<file path="src/verilog/pwm_fault_pkg.sv">
package pwm_fault_pkg;
	// ==========================================================
	// Widths and defaults
	localparam int LEN_W        = 12;
	localparam int DITHER_W_DEF = 16;

	// ==========================================================
	// Register byte offsets
	localparam logic [7:0] OFS_CTRL   = 8'h00;
	localparam logic [7:0] OFS_DITHER = 8'h04;
	localparam logic [7:0] OFS_DINC   = 8'h08;
	localparam logic [7:0] OFS_LEN0   = 8'h0c;
	localparam logic [7:0] OFS_CMD    = 8'h1c;
	localparam logic [7:0] OFS_STATUS = 8'h20;

	// ==========================================================
	// Field positions
	localparam int CTRL_W      = 11;
	localparam int CMD_RESTART = 0;
	localparam int ST_OUT_A    = 6;
	localparam int ST_OUT_B    = 7;
	localparam int ST_PEND     = 8;

	// ==========================================================
	// Reset values
	localparam logic [LEN_W-1:0] LEN_RST = 12'h010;
	localparam logic [1:0]       DSEL_RST = 2'h0;

	// ==========================================================
	// Waveform generation, fault response, dither placement
	localparam logic [1:0] WG_ONE  = 2'h0;
	localparam logic [1:0] WG_TWO  = 2'h1;
	localparam logic [1:0] WG_FOUR = 2'h2;
	localparam logic [1:0] WG_DUAL = 2'h3;

	localparam logic [3:0] FR_NONE   = 4'h0;
	localparam logic [3:0] FR_WAIT   = 4'h1;
	localparam logic [3:0] FR_OTHER  = 4'h2;
	localparam logic [3:0] FR_RUN    = 4'h3;
	localparam logic [3:0] FR_OFF    = 4'h4;
	localparam logic [3:0] FR_DEAD   = 4'h5;
	localparam logic [3:0] FR_WAITB  = 4'h6;
	localparam logic [3:0] FR_HALT   = 4'h7;
	localparam logic [3:0] FR_EDGE   = 4'h8;
	localparam logic [3:0] FR_BLOCK  = 4'h9;
	localparam logic [3:0] FR_LEVEL  = 4'ha;

	localparam logic [1:0] DS_ON_B   = 2'h0;
	localparam logic [1:0] DS_ON_AB  = 2'h1;
	localparam logic [1:0] DS_DT_B   = 2'h2;
	localparam logic [1:0] DS_DT_AB  = 2'h3;

	// ==========================================================
	// Types
	typedef enum logic [5:0] {
		ST_DTA  = 6'h01,
		ST_OTA  = 6'h02,
		ST_DTB  = 6'h04,
		ST_OTB  = 6'h08,
		ST_WAIT = 6'h10,
		ST_HALT = 6'h20
	} phase_t;

	typedef struct packed {
		logic [3:0] presc;
		logic [3:0] fsel;
		logic [1:0] waveform_generation_select;
		logic       enable;
	} ctrl_t;

	typedef struct packed {
		logic a;
		logic b;
	} fault_t;
endpackage : pwm_fault_pkg
</file>
<file path="src/verilog/pwm_dither_acc.sv">
module pwm_dither_acc #(
	parameter int DIT_W = pwm_fault_pkg::DITHER_W_DEF
) (
	input  wire logic             sys_clk_in,
	input  wire logic             rst_b_in,
	input  wire logic             step_in,
	input  wire logic [DIT_W-1:0] inc_in,
	output logic                  carry_out
);
	import pwm_fault_pkg::*;

	logic [DIT_W-1:0] acc;
	logic [DIT_W:0]   next_sum;

	// ==========================================================
	// Fractional error accumulator, carry is the extra-cycle request
	assign next_sum = {1'b0, acc} + {1'b0, inc_in};

	always_ff @(posedge sys_clk_in or negedge rst_b_in) begin
		if (!rst_b_in) begin
			acc <= '0;
		end else if (step_in) begin
			acc <= next_sum[DIT_W-1:0];
		end
	end

	always_ff @(posedge sys_clk_in or negedge rst_b_in) begin
		if (!rst_b_in) begin
			carry_out <= 1'b0;
		end else begin
			carry_out <= step_in && next_sum[DIT_W];
		end
	end
endmodule : pwm_dither_acc

</file>
<file path="src/verilog/pwm_fault_dither.sv">
// Function
// - Mode 1: cut output, wait, resume other dead-time
// - Mode 2: run other cycle, wait, resume own
// - Mode 3: keep running other cycle while active
// - Mode 6: both outputs off, wait, other dead-time
// - Mode 7: stop both until software restart
// - Mode 8: edge ends on-time, other dead-time
// - Mode 9: edge blanks rest of on-time
// - Mode 10: output off from active to end of that on-time
// - Accumulate fraction per cycle, carry adds cycle
// - Placement: on B, on AB, dead B, dead AB
// - Dual slope never adds dither cycles
// - One ramp: on-time adds one, dead none
// - Two and four ramp addition counts
// - Zero-add placements shorten following state
// - One ramp dead B: longer dead, shorter on
// - Mode 4: both outputs off, counter untouched
// - Mode 5: alternate dead-times while active
// - Restart with input active halts again
module pwm_fault_dither #(
	parameter int DIT_W = pwm_fault_pkg::DITHER_W_DEF
) (
	input  wire logic                  sys_clk_in,
	input  wire logic                  rst_b_in,
	input  wire logic                  hsel_in,
	input  wire logic [31:0]           haddr_in,
	input  wire logic [1:0]            htrans_in,
	input  wire logic                  hwrite_in,
	input  wire logic [2:0]            hsize_in,
	input  wire logic [31:0]           hwdata_in,
	input  wire logic                  hready_in,
	output logic [31:0]                hrdata_out,
	output logic                       hreadyout_out,
	output logic                       hresp_out,
	input  wire pwm_fault_pkg::fault_t fault_in,
	output logic                       waveform_out_a,
	output logic                       waveform_out_b
);
	import pwm_fault_pkg::*;

	ctrl_t            ctrl;
	logic [1:0]       dither_placement_select;
	logic [DIT_W-1:0] dinc;
	logic [LEN_W-1:0] len_q [0:3];
	logic             wr_pend;
	logic [5:0]       wr_word;
	logic             restart_req;
	logic [3:0]       div;
	logic             tick;
	phase_t           state;
	phase_t           next_state;
	phase_t           resume;
	phase_t           next_resume;
	logic             arm2;
	logic             next_arm2;
	logic [LEN_W:0]   cnt;
	logic             ph_end;
	logic             load;
	logic             prev_a;
	logic             prev_b;
	logic             rise_a;
	logic             rise_b;
	logic             any_f;
	logic             blk_a;
	logic             blk_b;
	logic             kill_a;
	logic             kill_b;
	logic             carry;
	logic             pend;
	logic             cyc_hit;
	logic             step;
	logic             hit_now;
	logic [3:0]       fsel;
	logic [1:0]       wg;

	assign fsel = ctrl.fsel;
	assign wg   = ctrl.waveform_generation_select;

	// ==========================================================
	// AHB-Lite slave, zero wait states
	assign hreadyout_out = 1'b1;
	assign hresp_out     = 1'b0;

	always_ff @(posedge sys_clk_in or negedge rst_b_in) begin
		if (!rst_b_in) begin
			wr_pend <= 1'b0;
			wr_word <= '0;
		end else if (hready_in) begin
			wr_pend <= hsel_in && htrans_in[1] && hwrite_in;
			wr_word <= haddr_in[7:2];
		end
	end

	always_ff @(posedge sys_clk_in or negedge rst_b_in) begin
		if (!rst_b_in) begin
			ctrl <= '0;
			dither_placement_select <= DSEL_RST;
			dinc <= '0;
		end else if (wr_pend) begin
			if (wr_word == OFS_CTRL[7:2])
				ctrl <= hwdata_in[CTRL_W-1:0];
			if (wr_word == OFS_DITHER[7:2])
				dither_placement_select <= hwdata_in[1:0];
			if (wr_word == OFS_DINC[7:2])
				dinc <= hwdata_in[DIT_W-1:0];
		end
	end

	for (genvar i = 0; i < 4; i++) begin : g_len
		always_ff @(posedge sys_clk_in or negedge rst_b_in) begin
			if (!rst_b_in) begin
				len_q[i] <= LEN_RST;
			end else if (wr_pend &&
				wr_word == OFS_LEN0[7:2] + 6'(i)) begin
				len_q[i] <= hwdata_in[LEN_W-1:0];
			end
		end
	end

	always_ff @(posedge sys_clk_in or negedge rst_b_in) begin
		if (!rst_b_in) begin
			hrdata_out <= '0;
		end else if (hready_in && hsel_in && htrans_in[1] && !hwrite_in) begin
			hrdata_out <= '0;
			case (haddr_in[7:0])
				OFS_CTRL:   hrdata_out[CTRL_W-1:0] <= ctrl;
				OFS_DITHER: hrdata_out[1:0] <= dither_placement_select;
				OFS_DINC:   hrdata_out[DIT_W-1:0] <= dinc;
				OFS_STATUS: begin
					hrdata_out[5:0] <= state;
					hrdata_out[ST_OUT_A] <= waveform_out_a;
					hrdata_out[ST_OUT_B] <= waveform_out_b;
					hrdata_out[ST_PEND] <= pend;
				end
				default: begin
					if (haddr_in[7:2] >= OFS_LEN0[7:2] &&
						haddr_in[7:2] < OFS_CMD[7:2])
						hrdata_out[LEN_W-1:0] <=
							len_q[2'(haddr_in[7:2] - OFS_LEN0[7:2])];
				end
			endcase
		end
	end

	// Restart is held until the next counter tick so it is not lost
	always_ff @(posedge sys_clk_in or negedge rst_b_in) begin
		if (!rst_b_in) begin
			restart_req <= 1'b0;
		end else if (wr_pend && wr_word == OFS_CMD[7:2] &&
			hwdata_in[CMD_RESTART]) begin
			restart_req <= 1'b1;
		end else if (tick) begin
			restart_req <= 1'b0;
		end
	end

	// ==========================================================
	// Counter clock enable
	assign tick = ctrl.enable && (div == ctrl.presc);

	always_ff @(posedge sys_clk_in or negedge rst_b_in) begin
		if (!rst_b_in) begin
			div <= '0;
		end else begin
			div <= (tick || !ctrl.enable) ? 4'h0 : div + 4'h1;
		end
	end

	// ==========================================================
	// Dither placement and phase lengths
	function automatic logic [1:0] pidx(input phase_t p);
		case (p)
			ST_OTA:  pidx = 2'h1;
			ST_DTB:  pidx = 2'h2;
			ST_OTB:  pidx = 2'h3;
			default: pidx = 2'h0;
		endcase
	endfunction : pidx

	function automatic logic ext_of(input phase_t p);
		logic c;
		c = 1'b0;
		case (p)
			ST_OTB: c = dither_placement_select inside {DS_ON_B, DS_ON_AB};
			ST_OTA: c = dither_placement_select == DS_ON_AB && wg != WG_ONE;
			ST_DTB: c = dither_placement_select inside {DS_DT_B, DS_DT_AB};
			ST_DTA: c = dither_placement_select == DS_DT_AB && wg != WG_ONE;
			default: c = 1'b0;
		endcase
		ext_of = hit_now && wg != WG_DUAL && c;
	endfunction : ext_of

	// One and two ramp cycles are fixed by the clear compare, so a
	// longer dead-time is paid back by the on-time behind it
	function automatic logic shr_of(input phase_t p);
		shr_of = (wg == WG_ONE || wg == WG_TWO) &&
			((p == ST_OTB && ext_of(ST_DTB)) ||
			 (p == ST_OTA && ext_of(ST_DTA)));
	endfunction : shr_of

	function automatic logic [LEN_W:0] load_val(input phase_t p);
		logic [LEN_W:0] v;
		v = {1'b0, len_q[pidx(p)]} + (LEN_W+1)'(ext_of(p));
		if (shr_of(p) && v != '0)
			v = v - 1'b1;
		load_val = (v == '0) ? '0 : v - 1'b1;
	endfunction : load_val

	// ==========================================================
	// Fault response sequencing
	assign any_f  = fault_in.a || fault_in.b;
	assign rise_a = fault_in.a && !prev_a;
	assign rise_b = fault_in.b && !prev_b;
	assign ph_end = (cnt == '0);

	always_comb begin
		next_resume = resume;
		next_arm2   = arm2;
		next_state  = state;
		if (ph_end) begin
			case (state)
				ST_DTA:  next_state = ST_OTA;
				ST_OTA:  next_state = ST_DTB;
				ST_DTB:  next_state = ST_OTB;
				ST_OTB:  next_state = ST_DTA;
				default: next_state = state;
			endcase
		end
		case (fsel)
			FR_WAIT: begin
				if (fault_in.a && state inside {ST_DTA, ST_OTA}) begin
					next_state = ST_WAIT;
					next_resume = ST_DTB;
				end else if (fault_in.b && state inside {ST_DTB, ST_OTB}) begin
					next_state = ST_WAIT;
					next_resume = ST_DTA;
				end
			end
			FR_OTHER: begin
				if (arm2 && ph_end &&
					state == (resume == ST_DTA ? ST_OTB : ST_OTA)) begin
					next_state = any_f ? ST_WAIT : resume;
					next_arm2 = 1'b0;
				end else if (!arm2 && fault_in.a &&
					state inside {ST_DTA, ST_OTA}) begin
					next_state = ST_DTB;
					next_arm2 = 1'b1;
					next_resume = ST_DTA;
				end else if (!arm2 && fault_in.b &&
					state inside {ST_DTB, ST_OTB}) begin
					next_state = ST_DTA;
					next_arm2 = 1'b1;
					next_resume = ST_DTB;
				end
			end
			FR_RUN: begin
				if (fault_in.a && (state inside {ST_DTA, ST_OTA} ||
					(state == ST_OTB && ph_end)))
					next_state = ST_DTB;
				else if (fault_in.b && (state inside {ST_DTB, ST_OTB} ||
					(state == ST_OTA && ph_end)))
					next_state = ST_DTA;
			end
			FR_DEAD: begin
				if (any_f && (state == ST_OTA || (state == ST_DTA && ph_end)))
					next_state = ST_DTB;
				else if (any_f &&
					(state == ST_OTB || (state == ST_DTB && ph_end)))
					next_state = ST_DTA;
			end
			FR_WAITB: begin
				if (any_f && (state == ST_OTA || (state == ST_DTA && ph_end))) begin
					next_state = ST_WAIT;
					next_resume = ST_DTB;
				end else if (any_f &&
					(state == ST_OTB || (state == ST_DTB && ph_end))) begin
					next_state = ST_WAIT;
					next_resume = ST_DTA;
				end
			end
			FR_HALT: begin
				if (any_f)
					next_state = ST_HALT;
			end
			FR_EDGE: begin
				if (rise_a && state == ST_OTA)
					next_state = ST_DTB;
				else if (rise_b && state == ST_OTB)
					next_state = ST_DTA;
			end
			default: next_state = next_state;
		endcase
		if (state == ST_WAIT)
			next_state = (any_f && fsel inside {FR_WAIT, FR_OTHER,
				FR_WAITB}) ? ST_WAIT : resume;
		if (state == ST_HALT)
			next_state = ((restart_req || fsel != FR_HALT) && !any_f) ?
				ST_DTA : ST_HALT;
	end

	assign load = ph_end || next_state != state;
	assign step = tick && load && next_state == ST_DTA && state != ST_DTA;

	always_ff @(posedge sys_clk_in or negedge rst_b_in) begin
		if (!rst_b_in) begin
			state  <= ST_DTA;
			resume <= ST_DTA;
			arm2   <= 1'b0;
			cnt    <= '0;
		end else if (!ctrl.enable) begin
			state  <= ST_DTA;
			arm2   <= 1'b0;
			cnt    <= load_val(ST_DTA);
		end else if (tick) begin
			state  <= next_state;
			resume <= next_resume;
			arm2   <= next_arm2;
			cnt    <= load ? load_val(next_state) : cnt - 1'b1;
		end
	end

	always_ff @(posedge sys_clk_in or negedge rst_b_in) begin
		if (!rst_b_in) begin
			prev_a <= 1'b0;
			prev_b <= 1'b0;
		end else if (tick) begin
			prev_a <= fault_in.a;
			prev_b <= fault_in.b;
		end
	end

	// ==========================================================
	// Dither request, taken once per cycle at the dead-time A start
	// The dead-time A load at a step already sees the new request, so
	// it and the on-time A that pays it back belong to one cycle
	assign hit_now = step ? pend : cyc_hit;
	pwm_dither_acc #(
		.DIT_W(DIT_W)
	) u_acc (
		.sys_clk_in(sys_clk_in),
		.rst_b_in  (rst_b_in),
		.step_in   (step),
		.inc_in    (dinc),
		.carry_out (carry)
	);

	always_ff @(posedge sys_clk_in or negedge rst_b_in) begin
		if (!rst_b_in) begin
			pend    <= 1'b0;
			cyc_hit <= 1'b0;
		end else begin
			pend <= carry || (pend && !step);
			if (step)
				cyc_hit <= pend;
		end
	end

	// ==========================================================
	// Output blanking
	always_ff @(posedge sys_clk_in or negedge rst_b_in) begin
		if (!rst_b_in) begin
			blk_a <= 1'b0;
			blk_b <= 1'b0;
		end else begin
			if ((fsel == FR_BLOCK && tick && rise_a && state == ST_OTA) ||
				(fsel == FR_LEVEL && fault_in.a))
				blk_a <= 1'b1;
			else if (state != ST_OTA)
				blk_a <= 1'b0;
			if ((fsel == FR_BLOCK && tick && rise_b && state == ST_OTB) ||
				(fsel == FR_LEVEL && fault_in.b))
				blk_b <= 1'b1;
			else if (state != ST_OTB)
				blk_b <= 1'b0;
		end
	end

	// In modes 1 to 7 and 10 faults cut the pin at once rather than waiting for a tick
	always_comb begin
		kill_a = 1'b0;
		kill_b = 1'b0;
		case (fsel)
			FR_WAIT, FR_OTHER, FR_RUN, FR_LEVEL: begin
				kill_a = fault_in.a;
				kill_b = fault_in.b;
			end
			FR_OFF, FR_DEAD, FR_WAITB, FR_HALT: begin
				kill_a = any_f;
				kill_b = any_f;
			end
			default: begin
				kill_a = 1'b0;
				kill_b = 1'b0;
			end
		endcase
	end

	always_ff @(posedge sys_clk_in or negedge rst_b_in) begin
		if (!rst_b_in) begin
			waveform_out_a <= 1'b0;
			waveform_out_b <= 1'b0;
		end else begin
			waveform_out_a <= ctrl.enable && state == ST_OTA &&
				!kill_a && !blk_a;
			waveform_out_b <= ctrl.enable && state == ST_OTB &&
				!kill_b && !blk_b;
		end
	end
endmodule : pwm_fault_dither

</file>
<file path="config.mk">
export PLATFORM = sky130hd
export DESIGN_NAME = pwm_fault_dither
export DESIGN_NICKNAME = d
export VERILOG_FILES = /design/src/verilog/pwm_fault_pkg.sv /design/src/verilog/pwm_dither_acc.sv /design/src/verilog/pwm_fault_dither.sv
export SDC_FILE = /design/constraint.sdc
export NUM_CORES = 1
export LEC_CHECK = 0
export BUFFER_PORTS_ARGS = -buffer_cell sky130_fd_sc_hd__buf_2
export CAP_MARGIN = 20
export CORE_ASPECT_RATIO = 0.6
export CORE_MARGIN = 2
export CORE_UTILIZATION = 55
export DETAILED_ROUTE_END_ITERATION = 8
export GPL_ROUTABILITY_DRIVEN = 0
export GPL_TIMING_DRIVEN = 0
export HOLD_SLACK_MARGIN = 0.02
export PLACE_DENSITY = 0.76
export SLEW_MARGIN = 20
export SYNTH_ARGS = -nofsm -noshare
export SYNTH_HDL_FRONTEND = slang
export SYNTH_SLANG_ARGS = --single-unit
</file>
<file path="constraint.sdc">
create_clock -name sys_clk_in -period 6.3 [get_ports sys_clk_in]
set_input_delay 0.945 -clock sys_clk_in [delete_from_list [all_inputs] [get_ports sys_clk_in]]
set_output_delay 0.945 -clock sys_clk_in [all_outputs]
set_load 0.01 [all_outputs]
</file>
# == Word-level counts from Yosys, hierarchy flattened ==
# Cells that the tools add are included.
# classes
n_bitwise,3
order_cmp,5
eq_ne,50
add_sub_neg,9
mux,84
reduce_logical,114
# ops
operator,n
6-bit two-way mux,29
13-bit two-way mux,8
12-bit two-way mux,7
12-bit binary-select mux with 2-bit select,3
1-bit logical AND,64
"13-bit by 1-bit subtractor with 13-bit output, second input constant",4
6-bit case mux with 7 select lines,1
13-bit logical NOT,3
"6-bit by 3-bit == test with 1-bit output, second input constant",6
7-bit case mux with 4 select lines,1
12-bit by 1-bit adder with 13-bit output,2
"6-bit by 1-bit == test with 1-bit output, second input constant",4
"6-bit by 2-bit == test with 1-bit output, second input constant",4
6-bit case mux with 4 select lines,1
1-bit two-way mux,20
6-bit case mux with 3 select lines,1
16-bit by 16-bit adder with 17-bit output,1
"4-bit by 3-bit == test with 1-bit output, second input constant",4
2-bit nonzero test,8
1-bit logical OR,13
13-bit nonzero test,1
"4-bit == test, second input constant",3
"6-bit by 4-bit == test with 1-bit output, second input constant",2
4-bit two-way mux,3
42 further kinds,72
# totals
out_inout_bits,36
reg_bits,156
elab_cells,294
in_bits,76

# == Depth between registers and ports, before layout ==
# Gate-level depths: netlist of run 1.
# logic_depth
word_depth,29
depth_mapped,32
mapped_depth_nobuf,28

# == Cells and area by module ==
# Synthesis of run 1 repeated with hierarchy kept, for this count alone.
# unflattened
cells_unflattened,1204
area_unflattened_um2,11278.3
# modules_own_cells
mod,n_inst,seq_area_each_um2,cells_each,area_each_um2
pwm_fault_dither,1,3385.7,1058,9868.2
pwm_dither_acc,1,425.4,146,1410.1

# == Worst setup path after synthesis of run 1 ==
# No wires, ideal clock.
# synth_path
path_kind,input to register
start,input fault_in[1] in the netlist's numbering
end,register cnt[6]
required_time_ps,6176
cell_stages,28
t_arrival_ps,6908
setup_time_ps,124
n_path_buf,4
path_slack_ps,-732
cell_sequence,or2_2 > clkbuf_1 > a22o_1 > a211o_1 > o31a_1 > or2_0 > clkbuf_1 > nor2_1 > and3_1 > clkbuf_1 > mux2i_1 > a211oi_1 > ha_1 > ha_1 > inv_1 > a41oi_1 > o2111ai_1 > or3_4 > or4_4 > and3_4 > buf_6 > a31oi_1 > xnor2_1 > ha_1 > nand2_1 > o41a_1 > a211oi_1 > nor2_1
# synth_via
elab_chain_cells,27
elab_cells_between_ends,74
cone_classes,add/sub (5); eq/ne (5); mux (34); bitwise (1); reduce/logical (29)
# synth_lines
element,line,source
"start, declared",pwm_fault_dither.sv:35,"input wire pwm_fault_pkg::fault_t fault_in,"
1-bit logical OR or 1-bit logical AND (tied branches),"pwm_fault_dither.sv:211, pwm_fault_dither.sv:244",
"1-bit logical AND, on equally long branches","pwm_fault_dither.sv:267, pwm_fault_dither.sv:275, pwm_fault_dither.sv:245",
"6-bit two-way mux, on equally long branches","pwm_fault_dither.sv:275, pwm_fault_dither.sv:244, pwm_fault_dither.sv:267",
"6-bit two-way mux, on equally long branches","pwm_fault_dither.sv:272, pwm_fault_dither.sv:240, pwm_fault_dither.sv:265",
6-bit case mux with 7 select lines,pwm_fault_dither.sv:229,case (fsel)
6-bit two-way mux,pwm_fault_dither.sv:293,if (state == ST_WAIT)
6-bit two-way mux (*),pwm_fault_dither.sv:296,if (state == ST_HALT)
branches (longest 19 deep; another with 12-bit by 1-bit adder with 13-bit output),--,
13-bit two-way mux (*),pwm_fault_dither.sv:310,end else if (!ctrl.enable) begin
"end signal, assigned",pwm_fault_dither.sv:313,cnt <= load_val(ST_DTA);
"end signal, assigned",pwm_fault_dither.sv:318,cnt <= load ? load_val(next_state) : cnt - 1'b1;
"end, declared",pwm_fault_dither.sv:56,logic [LEN_W:0] cnt;
# Mark *: on every way between the ends. The select of a mux whose other input is x is not followed.
# A chain may end at the register's enable or synchronous reset.

# == Worst setup path in the final report of run 1 ==
# layout_path
start,register state[3]
end,register cnt[1]
# layout_via
elab_chain_cells,29
elab_cells_between_ends,94
cone_classes,add/sub (5); eq/ne (13); mux (37); bitwise (1); reduce/logical (38)
# layout_lines
element,line,source
"start, declared",pwm_fault_dither.sv:50,phase_t state;
"start signal, assigned",pwm_fault_dither.sv:315,state <= next_state;
branches (longest 28 deep; another with 6-bit case mux with 7 select lines),--,
13-bit two-way mux (*),pwm_fault_dither.sv:310,
# Marks and branches as above.

==> results of run 1 <==
-- Yosys cell counts, drive strengths merged, types with 8 or more instances --
cell | count | area, µm²
inv | 40 | 150
mux4 | 12 | 270
buf | 34 | 220
xor2 | 23 | 209
nand4 | 15 | 100
or4 | 8 | 63.8
nand2 | 107 | 407
nor4 | 18 | 155
xnor2 | 57 | 499
nand3 | 32 | 160
a22oi | 11 | 82.6
and2 | 9 | 56.3
a21oi | 39 | 195
o21bai | 9 | 67.6
o211ai | 10 | 75.1
a222oi | 9 | 90.1
dfrtp | 146 | 3650
mux2 | 82 | 923
a31oi | 14 | 87.6
a211oi | 10 | 80.1
nor2b | 10 | 62.6
nand2b | 14 | 87.6
o31ai | 8 | 60.1
mux2i | 11 | 110
clkbuf | 51 | 193
nor3 | 26 | 145
nand4b | 8 | 85.1
or2 | 8 | 50.1
a21boi | 12 | 90.1
ha | 32 | 400
o221ai | 13 | 120
nor2 | 69 | 259
o21ai | 78 | 394
-- what timing repair did --
item,CTS,global route
setup buffers,37,33
pin swaps,30,40
resized for setup,88,48
setup endpoints to repair,13,13
cloned,1,0
-- cell families (layout without fill, tap and decap cells) --
family	after synthesis	after routing	synth area share
and+or+nand+nor	363	363	0.179
other	2	18	0.000685
DFF	152	152	0.347
AOI/OAI and AO/OA	307	307	0.200
buffers and inverters	125	273	0.0513
adders and majority gates	33	33	0.0383
muxes	105	105	0.119
xor gates and xnor gates	80	80	0.0646
-- power by group through the flow --
stage	combinational (mW)	clock [mW]	sequential, mW
final	1.14	1.08	1.25
after global routing	1.23	1.12	1.26
after CTS	1.06	1.08	1.23
after detailed placement	0.949	0	1.25
after global placement	0.923	0	1.24
after floorplan	0.695	0	1.20
-- state kept, by name (all words and copies together), names as in the netlist, 2 cells and up --
register,flops
dinc,16
ctrl,5
wr_word,6
state,6
hrdata_out,16
u_acc.acc,16
resume,2
fsel,4
div,4
wg,2
cnt,13
dither_placement_select,2
len_q,48
-- routing by layer --
layer / track usage / vias up / wire [µm]
met4: 0.0885 / 2 / 863
met3: 0.131 / 116 / 5100
met1: 0.474 / 5177 / 15100
li1: - / 4674 / -
met2: 0.475 / 702 / 15000
met5: 0 / - / 18
-- final cells by class --
type,instances,area [µm²]
clock inverter,12,165
tap,266,333
buffer,81,470
inverter,40,156
multi-input combinational,906,7300
fill,1387,5730
sequential,152,3810
timing repair buffer,120,863
clock buffer,20,447
-- worst min path at each step --
| stage | slack [ps] | start | to | cells after the start |
|---|---|---|---|---|
| 6_report | 430 | rst_b_in | prev_b$_DFFE_PN0P_ | 1 |
| 3_5_place_dp | 430 | blk_a$_DFFE_PN0P_ | waveform_out_a$_DFF_PN0_ | 1 |
| 4_1_cts | 450 | rst_b_in | waveform_out_b$_DFF_PN0_ | 1 |
| 3_3_place_gp | 450 | blk_a$_DFFE_PN0P_ | waveform_out_a$_DFF_PN0_ | 1 |
| 2_1_floorplan | 400 | u_acc.carry_out$_DFF_PN0_ | pend$_DFF_PN0_ | 1 |
| 5_1_grt | 460 | rst_b_in | hrdata_out[3]$_DFFE_PN0P_ | 1 |
-- per-stage QoR --
| stage | setup WS (ps) | utilization | area, µm² | cells | setup TNS (ps) |
|---|---|---|---|---|---|
| 2_1_floorplan | -282 | - | 11100 | 1183 | -2340 |
| 3_3_place_gp | -1630 | 0.607 | 11700 | 1497 | -20360 |
| 3_5_place_dp | -1740 | 0.610 | 11800 | 1500 | -21730 |
| 4_1_cts | -821 | 0.681 | 13100 | 1570 | -10110 |
| 5_1_grt | -1070 | 0.703 | 13500 | 1597 | -13470 |
| 6_report | -970 | 0.703 | 13500 | 1597 | -12050 |
==> impl_metrics.py, run 1 <==
metrics = {
    "outcome": {
        "status": "complete, but fails checks",
        "violations": "negative setup slack",
    },
    "power": {
        "netSwitchingFraction": 0.358,
        "clkPwrFrac": 0.311,
        "seqPwrFrac": 0.359,
        "power_frac_comb": 0.330,
        "totalPowerFinal_mw": 3.47,
        "p_int_mw": 2.23,
        "leakagePower_nw": 5.61,
        "vdd_drop_max_mv": 0.221,
        "p_switching_mw": 1.24,
        "powerDensity_nw_per_um2": 256,
    },
    "timing": {
        "drv_slew": 0,
        "layout_setup_ws_ps": -970,
        "hold_viol": 0,
        "setup_viol": 13,
        "finalClockSkew_ps": 10.2,
        "holdWs_ps": 428,
        "max_freq_mhz": 138,
        "min_period_ps": 7270,
        "rsz0062_at_grt": "yes",
        "period_share": 1.15,
        "worst_pin_slew_ps": 951,
        "timing.slew.headroom": 0.349,
    },
    "die": {
        "start_util": 0.569,
        "ioPinCount": 112,
        "rows": 39,
        "fp.dieH_um": 113,
        "coreArea_um2": 19300,
        "die-area_um2": 21100,
        "die_w_um": 186,
    },
    "worst_setup_path": {
        "startpoint_type": "flip-flop",
        "reg2reg_depth": 25,
        "path_class": "reg2reg",
        "startpoint": "state[3]$_DFFE_PN0N_",
        "slowest_stage": "o41a_1",
        "cp.depth": 25,
        "reg2reg_to": "cnt[1]$_DFFE_PN0N_",
        "crit_fanout": 7,
        "critical-path-top-delay-family": "simple AND/OR/NAND/NOR gates",
        "reg2reg_from": "state[3]$_DFFE_PN0N_",
        "regToRegSetupSlack_ps": -970,
        "cpMostUsedCell": "or4_4",
        "critical_path_arrival_ps": 7570,
        "cpPeakStageDelay_ps": 640,
        "path_buf_inv": 3,
        "crit_required_ps": 6600,
        "crit_end": "cnt[1]$_DFFE_PN0N_",
        "end_kind": "flip-flop",
    },
    "global_routing": {
        "grt-ovfl-total": 0,
        "grt_max_degree": 101,
        "grtUsageTotal": 0.334,
        "grt_pass1_wl_mm": 54.9,
        "antenna_found_initial": 1,
        "grt_pass1_vias": 9814,
    },
    "detailed_routing": {
        "num_vias": 10700,
        "drc": 0,
        "viasPerCell": 6.68,
        "wl_mm": 36.0,
        "drtIter0Drc": 1384,
        "postRouteAntennaNets": 0,
        "wl_per_cell_um": 22.6,
        "first_pass_iters": 7,
    },
    "yosys": {
        "yosysWarnings": 0,
        "async_reset_ff_frac": 1.00,
        "synth_edf_count": 0,
        "netlist_area_um2": 11000,
        "synthCells": 1167,
        "ys_seq_elements": 152,
        "synth.distinct_cells": 98,
        "yosysSeqAreaShare": 0.347,
        "syn_area_per_cell_um2": 9.40,
        "synth_ff_type": "dfrtp_1",
    },
    "cts": {
        "hold_buffers": 0,
        "clk_latency_ps": 440,
        "cts_tree": "yes",
        "cts.htree.levels": 4,
        "cts_buffer_depth": 2,
        "cts_sinks": 152,
        "cts_buffers": 17,
        "clk_pin_slew_worst_paths_ps": 70,
        "cts_root_buf": "clkbuf_16",
    },
    "cells_and_area": {
        "antenna_cells": 0,
        "drive_above_1_share": 0.313,
        "final_cell_mix": "dfrtp_1 (143), nand2_1 (101), buf_4 (84)",
        "layout_commonest_cell": "dfrtp_1",
        "nNetsFinal": 1427,
        "syn_to_final_growth_pct": 23.5,
    },
    "placement": {
        "dp_hpwl_mm": 25.2,
        "io_buffers": 48,
    },
    "hold_path": {
        "holdCritPathClass": "in2async",
    },
    "job": {
        "cap_violations": 0,
    },
}
Note: power is estimated with default switching activity, not from simulation.
==> run 2, diff against run 1 <==
SYNTH_HIERARCHICAL = 1   (was not set)
==> impl_metrics.py, run 2 <==
metrics = {
    "worst_setup_path": {
        "critical_path_arrival_ps": 7190,
        "path_class": "reg2reg",
        "crit_required_ps": 6600,
        "slowest_stage": "dfrtp_2",
        "crit_fanout": 10,
        "cpPeakStageDelay_ps": 470,
        "end_kind": "flip-flop",
        "startpoint_type": "flip-flop",
        "cpMostUsedCell": "ha_4",
    },
    "cells_and_area": {
        "layout_commonest_cell": "dfrtp_1",
        "fillers": 1468,
        "seqCellArea_um2": 3820,
        "stdcell_area_um2": 14100,
        "final_cell_mix": "dfrtp_1 (138), nand2_1 (114), mux2_2 (92)",
        "regMostFlops": "len_q",
        "antenna_cells": 0,
        "syn_to_final_growth_pct": 24.7,
        "multi_input_area_um2": 7890,
        "drive_above_1_share": 0.331,
        "largest_reg_flops": 48,
        "nNetsFinal": 1468,
    },
    "detailed_routing": {
        "drtIter0Drc": 1446,
        "wl_mm": 37.1,
        "drc": 0,
        "wl_per_cell_um": 22.5,
        "first_pass_iters": 6,
        "postRouteAntennaNets": 0,
        "viasPerCell": 6.62,
        "num_vias": 10900,
    },
    "yosys": {
        "yosys.area.top_type": "dfrtp_1",
        "synth_commonest_cells": "dfrtp_1 (146), nand2_1 (117), mux2_2 (93), o21ai_0 (73), nor2_1 (72)",
        "netlist_area_um2": 11300,
        "synth_ff_type": "dfrtp_1",
        "synth_edf_count": 0,
        "synth-simple-area-share": 0.199,
        "yosysSeqAreaShare": 0.338,
        "synth_compound_area_frac": 0.190,
        "synthCells": 1204,
        "yosysWarnings": 6,
        "async_reset_ff_frac": 1.00,
        "synthTopCellsByArea": "dfrtp_1 (32%), mux2_2 (9.3%), nand2_1 (3.9%), ha_1 (3.6%), xnor2_1 (3.3%)",
        "synth_most_common_cell": "dfrtp_1",
        "muxShareOfSynthArea": 0.133,
        "synth_top_area_frac": 0.324,
        "synth-xor-area-share": 0.0590,
        "synth_top_family_by_area": "simple AND/OR/NAND/NOR gates",
        "ys_seq_elements": 152,
        "synth.distinct_cells": 105,
        "syn_area_per_cell_um2": 9.37,
        "synth_fa_ha_area_frac": 0.0373,
    },
    "global_routing": {
        "grt_pass1_vias": 9915,
        "grtUsageTotal": 0.340,
        "antenna_found_initial": 2,
        "grt_pass1_wl_mm": 56.7,
        "grt_max_degree": 101,
        "grt-ovfl-total": 0,
    },
    "power": {
        "netSwitchingFraction": 0.384,
        "power_frac_comb": 0.360,
        "p_switching_mw": 1.37,
        "vdd_drop_max_mv": 0.239,
        "p_int_mw": 2.20,
        "clkPwrFrac": 0.290,
        "seqPwrFrac": 0.350,
        "totalPowerFinal_mw": 3.57,
        "powerDensity_nw_per_um2": 254,
        "leakagePower_nw": 5.95,
    },
    "timing": {
        "hold_viol": 0,
        "timing.slew.headroom": 0.233,
        "drv_slew": 0,
        "period_share": 1.09,
        "min_period_ps": 6880,
        "layout_setup_ws_ps": -581,
        "setup_viol": 13,
        "finalClockSkew_ps": 11.5,
        "max_freq_mhz": 145,
        "rsz0062_at_grt": "yes",
        "worst_pin_slew_ps": 1140,
    },
    "die": {
        "coreArea_um2": 20100,
        "fp.dieH_um": 115,
        "rows": 40,
        "ioPinCount": 112,
        "start_util": 0.562,
        "die-area_um2": 21700,
        "die_w_um": 189,
    },
    "outcome": {
        "violations": "negative setup slack",
        "status": "complete, but fails checks",
    },
    "placement": {
        "io_buffers": 47,
        "place_area_um2": 12100,
        "dp_hpwl_mm": 25.7,
        "dp_worst_setup_slack_ps": -2010,
    },
    "cts": {
        "clk_pin_slew_worst_paths_ps": 70,
        "clk_latency_ps": 440,
        "cts.htree.levels": 4,
        "cts_root_buf": "clkbuf_16",
        "cts_tree": "yes",
        "cts_sinks": 152,
        "cts_buffer_depth": 2,
        "cts_buffers": 17,
    },
    "job": {
        "cap_violations": 0,
    },
    "hold_path": {
        "holdCritPathClass": "in2async",
    },
}
run 2: cell types whose count changed in the layout (fill, tap and decap cells not counted), moves of 8 or more:
cell,delta
nor3_1,+15
o221ai_1,-9
xnor2_1,-15
mux2_2,+10
inv_1,-9
xor2_1,+10
nand2_1,+13
and3_1,+12
clkbuf_1,-8
run 2: layer usage:
layer  GRT usage  routed length, µm  up-vias
met5           0                 13        -
met2       0.469              15200      676
met1       0.499              16100     5299
met3       0.122               4750      120
li1            -                  -     4789
met4      0.0979                997        2
run 2: stage by stage:
step	hold WS [ps]	setup TNS, ps	util	instances
after floorplan	410	-4580	-	1220
after global placement	431	-22710	0.603	1540
after detailed placement	431	-23400	0.605	1541
after CTS	436	-3810	0.681	1628
after global routing	454	-8620	0.701	1645
final	426	-6810	0.701	1645
run 2: path summary, 6_finish.rpt:
kind | from | endpoint | slack, ps | depth (start not counted)
max | state[3]$_DFFE_PN0N_ | cnt[3]$_DFFE_PN0N_ | -580 | 30
min | rst_b_in | resume[2]$_DFFE_PN0P_ | 430 | 1
max reg2reg | state[3]$_DFFE_PN0N_ | cnt[3]$_DFFE_PN0N_ | -580 | 30
min reg2reg | blk_b$_DFFE_PN0P_ | waveform_out_b$_DFF_PN0_ | 460 | 1
max in group asynchronous | rst_b_in | len_q[28]$_DFFE_PN1P_ | 5010 | 2
min in group sys_clk_in | blk_b$_DFFE_PN0P_ | waveform_out_b$_DFF_PN0_ | 460 | 1
run 2: power by group through the flow:
stage | clock [mW] | combinational [mW] | sequential (mW)
2_1_floorplan | 0 | 0.705 | 1.21
3_3_place_gp | 0 | 0.932 | 1.25
3_5_place_dp | 0 | 0.955 | 1.25
4_1_cts | 1.03 | 1.16 | 1.24
5_1_grt | 1.08 | 1.36 | 1.26
6_report | 1.04 | 1.28 | 1.25
run 2: final cells by class:
cell class              count  area share
clock buffers              18      0.0305
well taps                 273      0.0243
multi-input cells         967       0.561
repair buffers            122      0.0622
clock inverters            14      0.0101
plain buffers              72      0.0329
flip-flops and latches    152       0.272
inverters                  27     0.00721
run 2: kinds of logic (layout without fill, tap and decap cells):
family                     Yosys count  after routing
muxes                              122            122
buffers and inverters              102            253
xor gates and xnor gates            76             76
adders and majority gates           33             33
other                                2             18
and+or+nand+nor                    417            418
AOI/OAI and AO/OA                  300            300
DFF                                152            152
run 2: worst max-delay path, delay by kind of cell, from the launching register on:
kind	cells	cell delay, ps
adders and majority gates	3	480
muxes	1	200
DFF	1	470
AOI/OAI and AO/OA	12	2390
buffers and inverters	4	700
xor gates and xnor gates	1	200
and+or+nand+nor	9	2280
run 2: repair_timing:
| action | CTS | global route |
|---|---|---|
| hold buffers | 0 | 0 |
| pin swaps | 46 | 26 |
| gates cloned | 1 | 0 |
| resized for setup | 113 | 49 |
| setup buffers | 55 | 19 |
| setup endpoints to repair | 13 | 13 |
